**src/verilog/link_pkg.sv**
```systemverilog
// ****************************************************************
// Core-side register map
// ****************************************************************
package link_pkg;

  localparam int REG_COUNT = 16;
  localparam logic [3:0] IDX_LINK_CTRL = 4'h0;
  localparam logic [3:0] IDX_WAKE_SETTLE = 4'h1;
  localparam logic [3:0] IDX_LEN_LOW = 4'h2;
  localparam logic [3:0] IDX_LEN_MID = 4'h3;
  localparam logic [3:0] IDX_LEN_HIGH = 4'h4;

  localparam int BIT_DIRECT = 7;
  localparam int BIT_REMAP = 6;
  localparam int BIT_SLEEP_REQ = 5;
  localparam int BIT_SLEEP_CMD = 4;
  localparam int BIT_DOORBELL = 3;
  localparam int BIT_C2H_IRQ = 2;
  localparam int BIT_DB_MASK = 1;
  localparam int BIT_DONE = 0;
  localparam int BIT_PERM = 7;

  localparam logic [7:0] LINK_CTRL_RESET = 8'h00;
  localparam logic [3:0] SETTLE_RESET = 4'h0;
  localparam logic [22:0] LEN_RESET = 23'h00_0000;
  localparam logic PERM_RESET = 1'b0;

  // Settle step is 16 low-rate crystal periods
  localparam int SETTLE_SHIFT = 4;

  localparam logic [19:0] FLASH_BASE = 20'hE_0000;
  localparam logic [19:0] FLASH_TOP = 20'hF_FFFF;
  localparam logic [19:0] REMAP_LOW = 20'h0_8000;
  localparam logic [19:0] REMAP_HIGH = 20'h1_FFFF;

  // ****************************************************************
  // Controller AHB-Lite map
  // ****************************************************************
  localparam logic [7:0] HOST_CMD_ADDR = 8'h00;
  localparam logic [7:0] HOST_CTRL_ADDR = 8'h04;
  localparam logic [7:0] CORE_ACC_ADDR = 8'h08;
  localparam logic [7:0] STATUS_ADDR = 8'h0C;

  localparam int CMD_CARD_PD = 0;
  localparam int CMD_PNP_SLEEP = 1;
  localparam int CMD_DOORBELL = 2;
  localparam int CMD_IRQ_ACK = 3;
  localparam int CMD_PD_CLEAR = 4;
  localparam int CMD_DIS_SLEEP = 5;
  localparam int ACC_WRITE_BIT = 16;
  localparam logic WAIT_HOLD_RESET = 1'b0;

  typedef enum logic [3:0] {
    PD_IDLE = 4'h1,
    PD_SLEEP = 4'h2,
    PD_SETTLE = 4'h4,
    PD_FINISH = 4'h8
  } pd_state_type;

endpackage

```
**src/verilog/core_host_link_if.sv**
```systemverilog
`timescale 1ns/10ps
`default_nettype none
interface core_host_link_if;
  logic reg_req;
  logic reg_write;
  logic [3:0] reg_index;
  logic [7:0] reg_wdata;
  logic [7:0] reg_rdata;
  logic reg_ack;
  logic host_sleep_req;
  logic host_sleep_exit;
  logic host_doorbell_cmd;
  logic host_irq_ack;
  logic core_wait_hold;
  logic core_irq;
  logic host_irq;
  logic sleep_active;

  modport device (
    input reg_req,
    input reg_write,
    input reg_index,
    input reg_wdata,
    output reg_rdata,
    output reg_ack,
    input host_sleep_req,
    input host_sleep_exit,
    input host_doorbell_cmd,
    input host_irq_ack,
    input core_wait_hold,
    output core_irq,
    output host_irq,
    output sleep_active
  );

  modport ctrl (
    output reg_req,
    output reg_write,
    output reg_index,
    output reg_wdata,
    input reg_rdata,
    input reg_ack,
    output host_sleep_req,
    output host_sleep_exit,
    output host_doorbell_cmd,
    output host_irq_ack,
    output core_wait_hold,
    input core_irq,
    input host_irq,
    input sleep_active
  );
endinterface
`default_nettype wire

```
**src/verilog/link_device.sv**
```systemverilog
`timescale 1ns/10ps
`default_nettype none
module link_device (
  input wire logic hclk,
  input wire logic hresetn,
  input wire logic clk_en,
  input wire logic low_rate_crystal,
  input wire logic host_mem_cycle,
  input wire logic core_mem_valid,
  input wire logic [19:0] core_mem_addr,
  core_host_link_if.device link,
  output logic host_mem_direct,
  output logic host_mem_arb,
  output logic flash_select,
  output logic [16:0] flash_offset,
  output logic clock_buffer_off,
  output logic clock_buffer_settle
);

  // ****************************************************************
  // State
  // ****************************************************************
  typedef struct packed {
    logic [7:0] ctrl;
    logic done_hold;
    logic [3:0] settle;
    logic perm;
    logic [22:0] len;
    logic lrc_meta;
    logic lrc_sync;
    logic lrc_prev;
    link_pkg::pd_state_type state;
    logic reg_ack;
    logic [7:0] reg_rdata;
    logic core_irq;
    logic host_irq;
    logic sleep_active;
    logic host_direct;
    logic host_arb;
    logic flash_sel;
    logic [16:0] flash_offset;
    logic buf_off;
    logic buf_settle;
  } dev_state_type;

  dev_state_type s_q;
  dev_state_type s_d;
  logic lrc_tick;
  logic reg_wr;
  logic ctrl_wr;
  logic [7:0] wd;
  logic in_base;
  logic in_remap;

  function automatic logic in_window(
    input logic [19:0] a,
    input logic [19:0] lo,
    input logic [19:0] hi
  );
    in_window = (a >= lo) && (a <= hi);
  endfunction

  function automatic logic [22:0] settle_span(input logic [3:0] c);
    settle_span = 23'(c) << link_pkg::SETTLE_SHIFT;
  endfunction

  // ****************************************************************
  // Decode
  // ****************************************************************
  // Only the synchronised copy is edge-detected
  assign lrc_tick = s_q.lrc_sync & ~s_q.lrc_prev;
  // Register port carries core cycles only; host commands arrive on separate link signals
  assign reg_wr = link.reg_req & link.reg_write;
  assign ctrl_wr = reg_wr && (link.reg_index == link_pkg::IDX_LINK_CTRL);
  assign wd = link.reg_wdata;
  assign in_base = in_window(core_mem_addr, link_pkg::FLASH_BASE, link_pkg::FLASH_TOP);
  assign in_remap = s_q.ctrl[link_pkg::BIT_REMAP] &&
                    in_window(core_mem_addr, link_pkg::REMAP_LOW, link_pkg::REMAP_HIGH);

  // ****************************************************************
  // Next state
  // ****************************************************************
  always_comb begin
    s_d = s_q;
    s_d.reg_ack = 1'b0;
    s_d.lrc_meta = low_rate_crystal;
    s_d.lrc_sync = s_q.lrc_meta;
    s_d.lrc_prev = s_q.lrc_sync;

    case (s_q.state)
      link_pkg::PD_IDLE: begin
        // Length is taken as already loaded by firmware
        if (ctrl_wr && wd[link_pkg::BIT_SLEEP_CMD]) begin
          s_d.ctrl[link_pkg::BIT_SLEEP_CMD] = 1'b1;
          s_d.state = link_pkg::PD_SLEEP;
        end
      end
      link_pkg::PD_SLEEP, link_pkg::PD_SETTLE: begin
        if (s_q.perm) begin
          // Counts are ignored; only the host ends it
          if (link.host_sleep_exit) begin
            s_d.state = link_pkg::PD_FINISH;
          end
        end else if (s_q.len == 23'h0) begin
          s_d.state = link_pkg::PD_FINISH;
        end else begin
          if (lrc_tick) begin
            s_d.len = s_q.len - 23'h1;
          end
          // Settle starts so that it runs out with the length
          if (s_d.len <= settle_span(s_q.settle)) begin
            s_d.state = link_pkg::PD_SETTLE;
          end
        end
      end
      link_pkg::PD_FINISH: begin
        s_d.ctrl[link_pkg::BIT_SLEEP_CMD] = 1'b0;
        s_d.state = link_pkg::PD_IDLE;
      end
      default: begin
        s_d.state = link_pkg::PD_IDLE;
      end
    endcase

    // Clears first, so that a set in the same cycle wins
    if (link.host_irq_ack) begin
      s_d.ctrl[link_pkg::BIT_C2H_IRQ] = 1'b0;
    end

    if (reg_wr) begin
      case (link.reg_index)
        link_pkg::IDX_LINK_CTRL: begin
          s_d.ctrl[link_pkg::BIT_DIRECT] = wd[link_pkg::BIT_DIRECT];
          s_d.ctrl[link_pkg::BIT_REMAP] = wd[link_pkg::BIT_REMAP];
          s_d.ctrl[link_pkg::BIT_DB_MASK] = wd[link_pkg::BIT_DB_MASK];
          if (wd[link_pkg::BIT_SLEEP_REQ]) begin
            s_d.ctrl[link_pkg::BIT_SLEEP_REQ] = 1'b0;
          end
          if (wd[link_pkg::BIT_DOORBELL]) begin
            s_d.ctrl[link_pkg::BIT_DOORBELL] = 1'b0;
          end
          if (wd[link_pkg::BIT_C2H_IRQ]) begin
            s_d.ctrl[link_pkg::BIT_C2H_IRQ] = 1'b1;
          end
          // Writing one drops the flag and holds it until a zero
          if (wd[link_pkg::BIT_DONE]) begin
            s_d.ctrl[link_pkg::BIT_DONE] = 1'b0;
            s_d.done_hold = 1'b1;
          end else begin
            s_d.done_hold = 1'b0;
          end
        end
        link_pkg::IDX_WAKE_SETTLE: begin
          s_d.settle = wd[7:4];
        end
        link_pkg::IDX_LEN_LOW: begin
          s_d.len[7:0] = wd;
        end
        link_pkg::IDX_LEN_MID: begin
          s_d.len[15:8] = wd;
        end
        link_pkg::IDX_LEN_HIGH: begin
          s_d.perm = wd[link_pkg::BIT_PERM];
          s_d.len[22:16] = wd[6:0];
        end
        default: begin
        end
      endcase
    end

    // A held flag cannot be set again
    if ((s_q.state == link_pkg::PD_FINISH) && !s_d.done_hold) begin
      s_d.ctrl[link_pkg::BIT_DONE] = 1'b1;
    end
    if (link.host_sleep_req) begin
      s_d.ctrl[link_pkg::BIT_SLEEP_REQ] = 1'b1;
    end
    if (link.host_doorbell_cmd) begin
      s_d.ctrl[link_pkg::BIT_DOORBELL] = 1'b1;
    end

    // Reads return the value before any write of this cycle
    if (link.reg_req) begin
      s_d.reg_ack = 1'b1;
      case (link.reg_index)
        link_pkg::IDX_LINK_CTRL: s_d.reg_rdata = s_q.ctrl;
        link_pkg::IDX_WAKE_SETTLE: s_d.reg_rdata = {s_q.settle, 4'h0};
        link_pkg::IDX_LEN_LOW: s_d.reg_rdata = s_q.len[7:0];
        link_pkg::IDX_LEN_MID: s_d.reg_rdata = s_q.len[15:8];
        link_pkg::IDX_LEN_HIGH: s_d.reg_rdata = {s_q.perm, s_q.len[22:16]};
        default: s_d.reg_rdata = 8'h00;
      endcase
    end

    // ****************************************************************
    // Outputs, registered from the next state except the remap bit in flash select, taken from the current one
    // ****************************************************************
    s_d.core_irq = s_d.ctrl[link_pkg::BIT_SLEEP_REQ] |
                   (s_d.ctrl[link_pkg::BIT_DOORBELL] & s_d.ctrl[link_pkg::BIT_DB_MASK]) |
                   s_d.ctrl[link_pkg::BIT_DONE];
    s_d.host_irq = s_d.ctrl[link_pkg::BIT_C2H_IRQ] & ~link.core_wait_hold;
    s_d.sleep_active = (s_d.state != link_pkg::PD_IDLE);
    s_d.buf_off = (s_d.state == link_pkg::PD_SLEEP);
    s_d.buf_settle = (s_d.state == link_pkg::PD_SETTLE);
    // Direct mode is only safe while the core is halted
    s_d.host_direct = host_mem_cycle & s_d.ctrl[link_pkg::BIT_DIRECT];
    s_d.host_arb = host_mem_cycle & ~s_d.ctrl[link_pkg::BIT_DIRECT];
    // Both windows share the low 17 address bits of flash
    s_d.flash_sel = core_mem_valid & (in_base | in_remap);
    s_d.flash_offset = core_mem_addr[16:0];
  end

  // ****************************************************************
  // Registers
  // ****************************************************************
  always_ff @(posedge hclk or negedge hresetn) begin
    if (!hresetn) begin
      s_q <= '0;
      s_q.ctrl <= link_pkg::LINK_CTRL_RESET;
      s_q.settle <= link_pkg::SETTLE_RESET;
      s_q.len <= link_pkg::LEN_RESET;
      s_q.perm <= link_pkg::PERM_RESET;
      s_q.state <= link_pkg::PD_IDLE;
    end else if (clk_en) begin
      s_q <= s_d;
    end
  end

  assign link.reg_rdata = s_q.reg_rdata;
  assign link.reg_ack = s_q.reg_ack;
  assign link.core_irq = s_q.core_irq;
  assign link.host_irq = s_q.host_irq;
  assign link.sleep_active = s_q.sleep_active;
  assign host_mem_direct = s_q.host_direct;
  assign host_mem_arb = s_q.host_arb;
  assign flash_select = s_q.flash_sel;
  assign flash_offset = s_q.flash_offset;
  assign clock_buffer_off = s_q.buf_off;
  assign clock_buffer_settle = s_q.buf_settle;

endmodule
`default_nettype wire

```
**src/flat_wrapper.sv**
```systemverilog
// flat-port wrapper written by rule: the top's interface ports become plain ports
module link_device_flat 
  (hclk, hresetn, clk_en, low_rate_crystal, host_mem_cycle, core_mem_valid, core_mem_addr, host_mem_direct, host_mem_arb, flash_select, flash_offset, clock_buffer_off, clock_buffer_settle, link_reg_req, link_reg_write, link_reg_index, link_reg_wdata, link_reg_rdata, link_reg_ack, link_host_sleep_req, link_host_sleep_exit, link_host_doorbell_cmd, link_host_irq_ack, link_core_wait_hold, link_core_irq, link_host_irq, link_sleep_active);
  core_host_link_if link_i ();
  input wire logic hclk;
  input wire logic hresetn;
  input wire logic clk_en;
  input wire logic low_rate_crystal;
  input wire logic host_mem_cycle;
  input wire logic core_mem_valid;
  input wire logic [19:0] core_mem_addr;
  output logic host_mem_direct;
  output logic host_mem_arb;
  output logic flash_select;
  output logic [16:0] flash_offset;
  output logic clock_buffer_off;
  output logic clock_buffer_settle;
  input wire logic [$bits(link_i.reg_req)-1:0] link_reg_req;
  input wire logic [$bits(link_i.reg_write)-1:0] link_reg_write;
  input wire logic [$bits(link_i.reg_index)-1:0] link_reg_index;
  input wire logic [$bits(link_i.reg_wdata)-1:0] link_reg_wdata;
  output wire logic [$bits(link_i.reg_rdata)-1:0] link_reg_rdata;
  output wire logic [$bits(link_i.reg_ack)-1:0] link_reg_ack;
  input wire logic [$bits(link_i.host_sleep_req)-1:0] link_host_sleep_req;
  input wire logic [$bits(link_i.host_sleep_exit)-1:0] link_host_sleep_exit;
  input wire logic [$bits(link_i.host_doorbell_cmd)-1:0] link_host_doorbell_cmd;
  input wire logic [$bits(link_i.host_irq_ack)-1:0] link_host_irq_ack;
  input wire logic [$bits(link_i.core_wait_hold)-1:0] link_core_wait_hold;
  output wire logic [$bits(link_i.core_irq)-1:0] link_core_irq;
  output wire logic [$bits(link_i.host_irq)-1:0] link_host_irq;
  output wire logic [$bits(link_i.sleep_active)-1:0] link_sleep_active;
  assign link_i.reg_req = link_reg_req;
  assign link_i.reg_write = link_reg_write;
  assign link_i.reg_index = link_reg_index;
  assign link_i.reg_wdata = link_reg_wdata;
  assign link_reg_rdata = link_i.reg_rdata;
  assign link_reg_ack = link_i.reg_ack;
  assign link_i.host_sleep_req = link_host_sleep_req;
  assign link_i.host_sleep_exit = link_host_sleep_exit;
  assign link_i.host_doorbell_cmd = link_host_doorbell_cmd;
  assign link_i.host_irq_ack = link_host_irq_ack;
  assign link_i.core_wait_hold = link_core_wait_hold;
  assign link_core_irq = link_i.core_irq;
  assign link_host_irq = link_i.host_irq;
  assign link_sleep_active = link_i.sleep_active;
  link_device u_core (.hclk(hclk), .hresetn(hresetn), .clk_en(clk_en), .low_rate_crystal(low_rate_crystal), .host_mem_cycle(host_mem_cycle), .core_mem_valid(core_mem_valid), .core_mem_addr(core_mem_addr), .link(link_i), .host_mem_direct(host_mem_direct), .host_mem_arb(host_mem_arb), .flash_select(flash_select), .flash_offset(flash_offset), .clock_buffer_off(clock_buffer_off), .clock_buffer_settle(clock_buffer_settle));
endmodule
```
**config.mk**
```make
export PLATFORM = sky130hd
export DESIGN_NAME = link_device_flat
export DESIGN_NICKNAME = d
export VERILOG_FILES = /design/src/verilog/link_pkg.sv /design/src/verilog/core_host_link_if.sv /design/src/verilog/link_device.sv /design/src/flat_wrapper.sv
export SDC_FILE = /design/constraint.sdc
export NUM_CORES = 1
export LEC_CHECK = 0
export ABC_AREA = 1
export BUFFER_PORTS_ARGS = -buffer_cell sky130_fd_sc_hd__clkbuf_2
export CAP_MARGIN = 0
export CORE_MARGIN = 5
export CORE_UTILIZATION = 31
export CTS_BUF_LIST = sky130_fd_sc_hd__clkbuf_4 sky130_fd_sc_hd__clkbuf_8 sky130_fd_sc_hd__clkbuf_16
export CTS_CLUSTER_DIAMETER = 120
export CTS_CLUSTER_SIZE = 28
export DETAILED_ROUTE_END_ITERATION = 7
export PLACE_DENSITY_LB_ADDON = 0.2
export SYNTH_ARGS = -nofsm -noshare
export SYNTH_HDL_FRONTEND = slang
export SYNTH_SLANG_ARGS = --single-unit
```
**constraint.sdc**
```tcl
create_clock -name hclk -period 2.3 [get_ports hclk]
set_input_delay 0.46 -clock hclk [delete_from_list [all_inputs] [get_ports hclk]]
set_output_delay 0.46 -clock hclk [all_outputs]
set_load 0.005 [all_outputs]
```
Yosys cells after proc, flatten, opt, wreduce, memory -nomap -nowiden
Cells that the tools add are included.
{ "classes": {"magnitude_cmp": 5, "add_sub_neg": 1, "n_reduce_logical": 16, "mux": 34, "eq_ne": 12, "bitwise": 13} }
{ "ops": {"columns": ["cell", "n"], "rows": [
  ["23-bit 2-to-1 mux", 7],
  ["8-bit one-hot mux with 5 select lines", 1],
  ["33-bit 2-to-1 mux", 1],
  ["4-bit 2-to-1 mux", 6],
  ["8-bit 2-to-1 mux", 3],
  ["23-bit by 8-bit <= comparator with 1-bit output", 1],
  ["23-bit logical NOT", 1],
  ["23-bit by 1-bit subtractor with 23-bit output, second input constant", 1],
  ["20-bit by 16-bit greater-or-equal comparator with 1-bit output, second input constant", 1],
  ["20-bit greater-or-equal comparator, second input constant", 1],
  ["20-bit by 17-bit <= comparator with 1-bit output, second input constant", 1],
  ["20-bit <= comparator, second input constant", 1],
  ["4-bit by 2-bit equality test with 1-bit output, second input constant", 4],
  ["4-bit by 3-bit equality test with 1-bit output, second input constant", 3],
  ["3-bit AND reduction", 4],
  ["1-bit 2-to-1 mux", 10],
  ["9-bit 2-to-1 mux", 1],
  ["4-bit by 1-bit equality test with 1-bit output, second input constant", 2],
  ["4-bit one-hot mux with 2 select lines", 1],
  ["1-bit AND", 7],
  ["1-bit logical AND", 6],
  ["3-bit 2-to-1 mux", 2],
  ["5-bit 2-to-1 mux", 1],
  ["4-bit equality test, second input constant", 1],
  ["other kinds (10)", 14]
]} }
{ "totals": {"reg_bits": 78} }

Logic depth before layout (Yosys ltp)
{ "logic_depth": {"ltp_word": 15, "mapped_depth": 20, "mapped_depth_nobuf": 20} }

Worst setup path after synthesis
No wires, ideal clock.
{ "synth_path": {"kind": "reg2reg", "start": "register u_core.s_q[41] in the netlist's numbering", "end": "register u_core.s_q (netlist bit u_core.clock_buffer_off)", "t_arrival_ns": 2.269, "stages_incl_launch_ff": 20, "path_buffers": 0, "path_slack_ns": -0.087, "setup_ns": 0.118, "required_ns": 2.182, "path_cell_list": "dfrtp_1 inv_1 ha_1 nand3_1 o32ai_1 inv_1 ha_1 nand2_1 nor2_1 nand3_1 nor2_1 nand2_1 nand2_1 nand2_1 nor2_1 nand3_2 nand2_1 nand4_1 nand2_1 nand2_1"} }
{ "synth_between": {"elab_chain_cells": 11, "elab_cells_between_ends": 12, "classes_between": "add/sub: 1; order compare: 1; eq/ne: 1; mux: 8; reduce/logical: 1"} }
{ "synth_lines": {"columns": ["item", "line_no", "text"], "rows": [
  ["start, declared", "link_device.sv:46", "dev_state_type s_q;"],
  ["23-bit by 1-bit subtractor with 23-bit output", "link_device.sv:108", "s_d.len = s_q.len - 23'h1;"],
  ["23-bit 2-to-1 mux", "link_device.sv:107", "if (lrc_tick) begin"],
  ["23-bit 2-to-1 mux", "link_device.sv:104", "end else if (s_q.len == 23'h0) begin"],
  ["23-bit 2-to-1 mux", "link_device.sv:99", "if (s_q.perm) begin"],
  ["23-bit 2-to-1 mux", "link_device.sv:90", "case (s_q.state)"],
  ["23-bit by 8-bit <= comparator with 1-bit output", "link_device.sv:111", "if (s_d.len <= settle_span(s_q.settle)) begin"],
  ["4-bit 2-to-1 mux", "link_device.sv:111", null],
  ["4-bit 2-to-1 mux (*)", "link_device.sv:104", null],
  ["4-bit 2-to-1 mux (*)", "link_device.sv:99", null],
  ["4-bit one-hot mux with 2 select lines (*)", "link_device.sv:90", null],
  ["4-bit by 2-bit equality test with 1-bit output (*)", "link_device.sv:203", "s_d.buf_off = (s_d.state == link_pkg::PD_SLEEP);"]
]} }
Mark *: on every way between the ends. The rest lies on a longest branch, timed or not. The select of a mux whose other input is x is not followed.
A chain may end at the register's enable or synchronous reset.

Worst setup path in the final report
Same ends and word-level chain as after synthesis.

==> reports/qor.csv <==
stage,metric,value,unit
floorplan,die-area,18500,µm²
cts,path_clk_slew,70,ps
worst_setup_path,worstRegToRegCells,19,
placed_design,routabilityCongestion,0.921,
cells_and_area,layout-drive-gt1-share,26.2,%
synthesis,synth_area,4930,µm²
cts,clock-root-buffer,clkbuf_16,
floorplan,rows,46,
synthesis,avgSynthCellArea,7.17,µm²
cts,clock-sinks,78,
worst_setup_path,crit_slowest_cell,dfrtp_1,
timing,timing.hold.ws,49.7,ps
global_routing,first_global_vias,4763,
route,drt_iter0_drc,517,
placed_design,dpl.hpwl,12800,µm
worst_setup_path,critical_path_buf_inv_count,1,
route,remaining_drc_errors,0,
cts,cts_tree,done,
global_routing,grt-ovfl-total,0,
synthesis,synth_top_area_share,39.1,%
timing,setup_ws,-145,ps
cts,htree_levels,3,
synthesis,syn_nets,738,
worst_setup_path,path_common_cell,nand2_1,
worst_setup_path,required,2540,ps
cts,clock_latency,350,ps
floorplan,dieWidth,136,µm
timing,setup_violations,5,
route,routedWlPerCell,16.1,µm
worst_setup_path,cp_top_family,simple AND/OR/NAND/NOR gates,
cts,clk_path_buf_depth,2,
placed_design,io_buffers,78,
worst_setup_path,endpoint_kind,register,
route,drtAntennaViolNets,0,
synthesis,synth_warnings,0,
route,via_per_inst,4.85,
synthesis,yosysSeqAreaShare,39.6,%
worst_setup_path,r2r_end,u_core.clock_buffer_off,
route,vias,4926,
timing,tightest_slew,557,ps
worst_setup_path,crit_arrival,2680,ps
worst_setup_path,start_kind,register,
power,power_density,730,nW/µm²
cells_and_area,antenna_cells,0,
timing,finalSetupTns,-514,ps
cells_and_area,final_cell_mix,"nand2_1, clkbuf_2, dfrtp_1",
timing,hold_viol,0,
worst_setup_path,rr_startpoint,u_core.s_q[41],
timing,min_period,2440,ps
cells_and_area,mostFrequentLayoutCell,nand2_1,
synthesis,yosysUniqueCellTypes,37,
timing,skew,10.2,ps
floorplan,io_pins,79,
synthesis,synth_ff_type,dfrtp_1,
synthesis,synth_edf_count,0,
synthesis,syn_inst,688,
global_routing,grt_max_degree,49,
cells_and_area,fin_util,39.0,%
timing,maxSlewViolCount,0,
cts,numCtsBuffers,9,
synthesis,synthArstFlopShare,100,%
global_routing,track_usage,18.2,%
run,maxCapViolCount,0,
status,violations,setup timing,
worst_setup_path,path_class,register to register,
power,ir_drop,0.000325,V
timing,fin_crit_sh,106,%
worst_setup_path,crit_path_cell_trace,inv_2 > ha_4 > nand3_2 > nor2_4 > xor2_1 > ha_1 > nand2_2 > nor2_2 > nand3_1 > nor2_1 > nand2_1 > nand2_2 > nand2_1 > nor2_1 > nand3_2 > nand2_1 > nand4_1 > nand2_1 > nand2_1,
cells_and_area,syn2layout_area_growth,24.8,%
cells_and_area,fin_nets,844,
synthesis,yosys_register_bits,78,
timing,max_freq,409,MHz
route,totalWireLength,16400,µm
timing,relSlewSlack,62.6,%
route,dr.pass1.iters,5,
power,cellLeakagePower,3.12,nW
global_routing,antenna_found_initial,0,
hold_path,min_path_type,primary input to async pin,
floorplan,initial_core_util,31.3,%
synthesis,synth_area_leaders,"dfrtp_1, nand2_1, o21ai_0",
worst_setup_path,r2r_slack,-140,ps
global_routing,grt_pass1_wl,25700,µm
floorplan,die_h,136,µm
status,status,"finished, violations left",
worst_setup_path,slowest_delay,390,ps
timing,rsz0062_at_grt,true,
worst_setup_path,worst-path-max-fanout,4,
synthesis,yosysTopAreaCell,dfrtp_1,
floorplan,fp.coreArea,15800,µm²
cells by family (layout without fill, tap and decap cells):
group,count (synthesis),count (layout),synth area share [%]
xor+xnor,6,6,1.07
fa+ha+maj,5,5,1.27
simple gates,328,328,29.4
flops,78,78,39.6
compound gates,147,147,16.8
buf+inv,124,235,11.9
flip-flops by register name, indices dropped and copies added, names as in the netlist, 2 cells and up:
| signal | cells |
|---|---|
| u_core.flash_offset | 17 |
| u_core.s_d | 2 |
| u_core.s_q | 42 |
| u_core.link.reg_rdata | 8 |
power by group:
part / internal [W] / leakage (nW) / switching, W
clock network: 0.000746 / 0.138 / 0.000639
logic: 0.000583 / 1.99 / 0.000830
registers: 0.00153 / 0.992 / 0.000163
total: 0.00286 / 3.12 / 0.00163
per-layer routing:
layer / GRT usage [%] / wire, µm / part of all wire [%]
met3: 3.00 / 819 / 5.0
met1: 24.9 / 7550 / 46
met2: 29.1 / 7730 / 47
met4: 6.10 / 286 / 1.7
met5: 0 / 0 / 0
cell type report:
| cell class | count | area (µm²) |
|---|---|---|
| Clock buffer | 9 | 225 |
| Clock inverter | 7 | 58.8 |
| Fill cell | 1695 | 9620 |
| Inverter | 79 | 299 |
| Multi-Input combinational cell | 486 | 2470 |
| Sequential cell | 78 | 1960 |
| Tap cell | 216 | 270 |
| Timing Repair Buffer | 140 | 875 |
cell usage after synthesis (2+ instances only):
master and count:
nand3_2 2, dfrtp_1 77, a31oi_1 3, nor3_2 2, a221oi_1 3, nor2_4 7
a21oi_1 27, ha_1 5, o22ai_1 13, o221ai_1 4, o21ai_1 6, buf_4 25
nand2_1 204, inv_2 7, o2111ai_1 2, nand2_2 6, o21ai_0 74, nor3_1 13
xor2_1 6, nor2_1 45, nand3_1 29, buf_2 2, inv_1 71, buf_6 3
o211ai_1 12, nand4_1 7, clkbuf_1 15, nor2_2 9
stage by stage:
step	cells	setup slack [ps]	total power, W	instance area, µm²
final	1015	-145	0.00449	6150
after global routing	1015	-379	0.00477	6150
after CTS	1015	-148	0.00449	6110
after detailed placement	996	-233	0.00305	5790
after global placement	996	-165	0.00304	5790
after floorplan	688	10.9	0.00250	4950
worst max path at each step:
| stage | startpoint | endpoint | slack, ps | cells after the start |
|---|---|---|---|---|
| final | u_core.s_q[41] | u_core.clock_buffer_off | -140 | 19 |
| after global routing | u_core.s_q[41] | u_core.clock_buffer_off | -380 | 19 |
| after global placement | u_core.s_q[42] | u_core.clock_buffer_off | -160 | 19 |
| after floorplan | u_core.s_q[42] | u_core.clock_buffer_off | 10 | 17 |
| after detailed placement | u_core.s_q[42] | u_core.clock_buffer_off | -230 | 19 |
| after CTS | u_core.s_q[43] | u_core.clock_buffer_off | -150 | 19 |
timing repair:
| action | 4_1_cts | 5_1_grt |
|---|---|---|
| hold endpoints to repair | 0 | 0 |
| setup buffers | 3 | 0 |
| pin swaps | 4 | 4 |
| hold buffers | 0 | 0 |
| resized for setup | 4 | 17 |
| endpoints found under the setup margin | 5 | 17 |
Power figures use the tool's default switching activity.
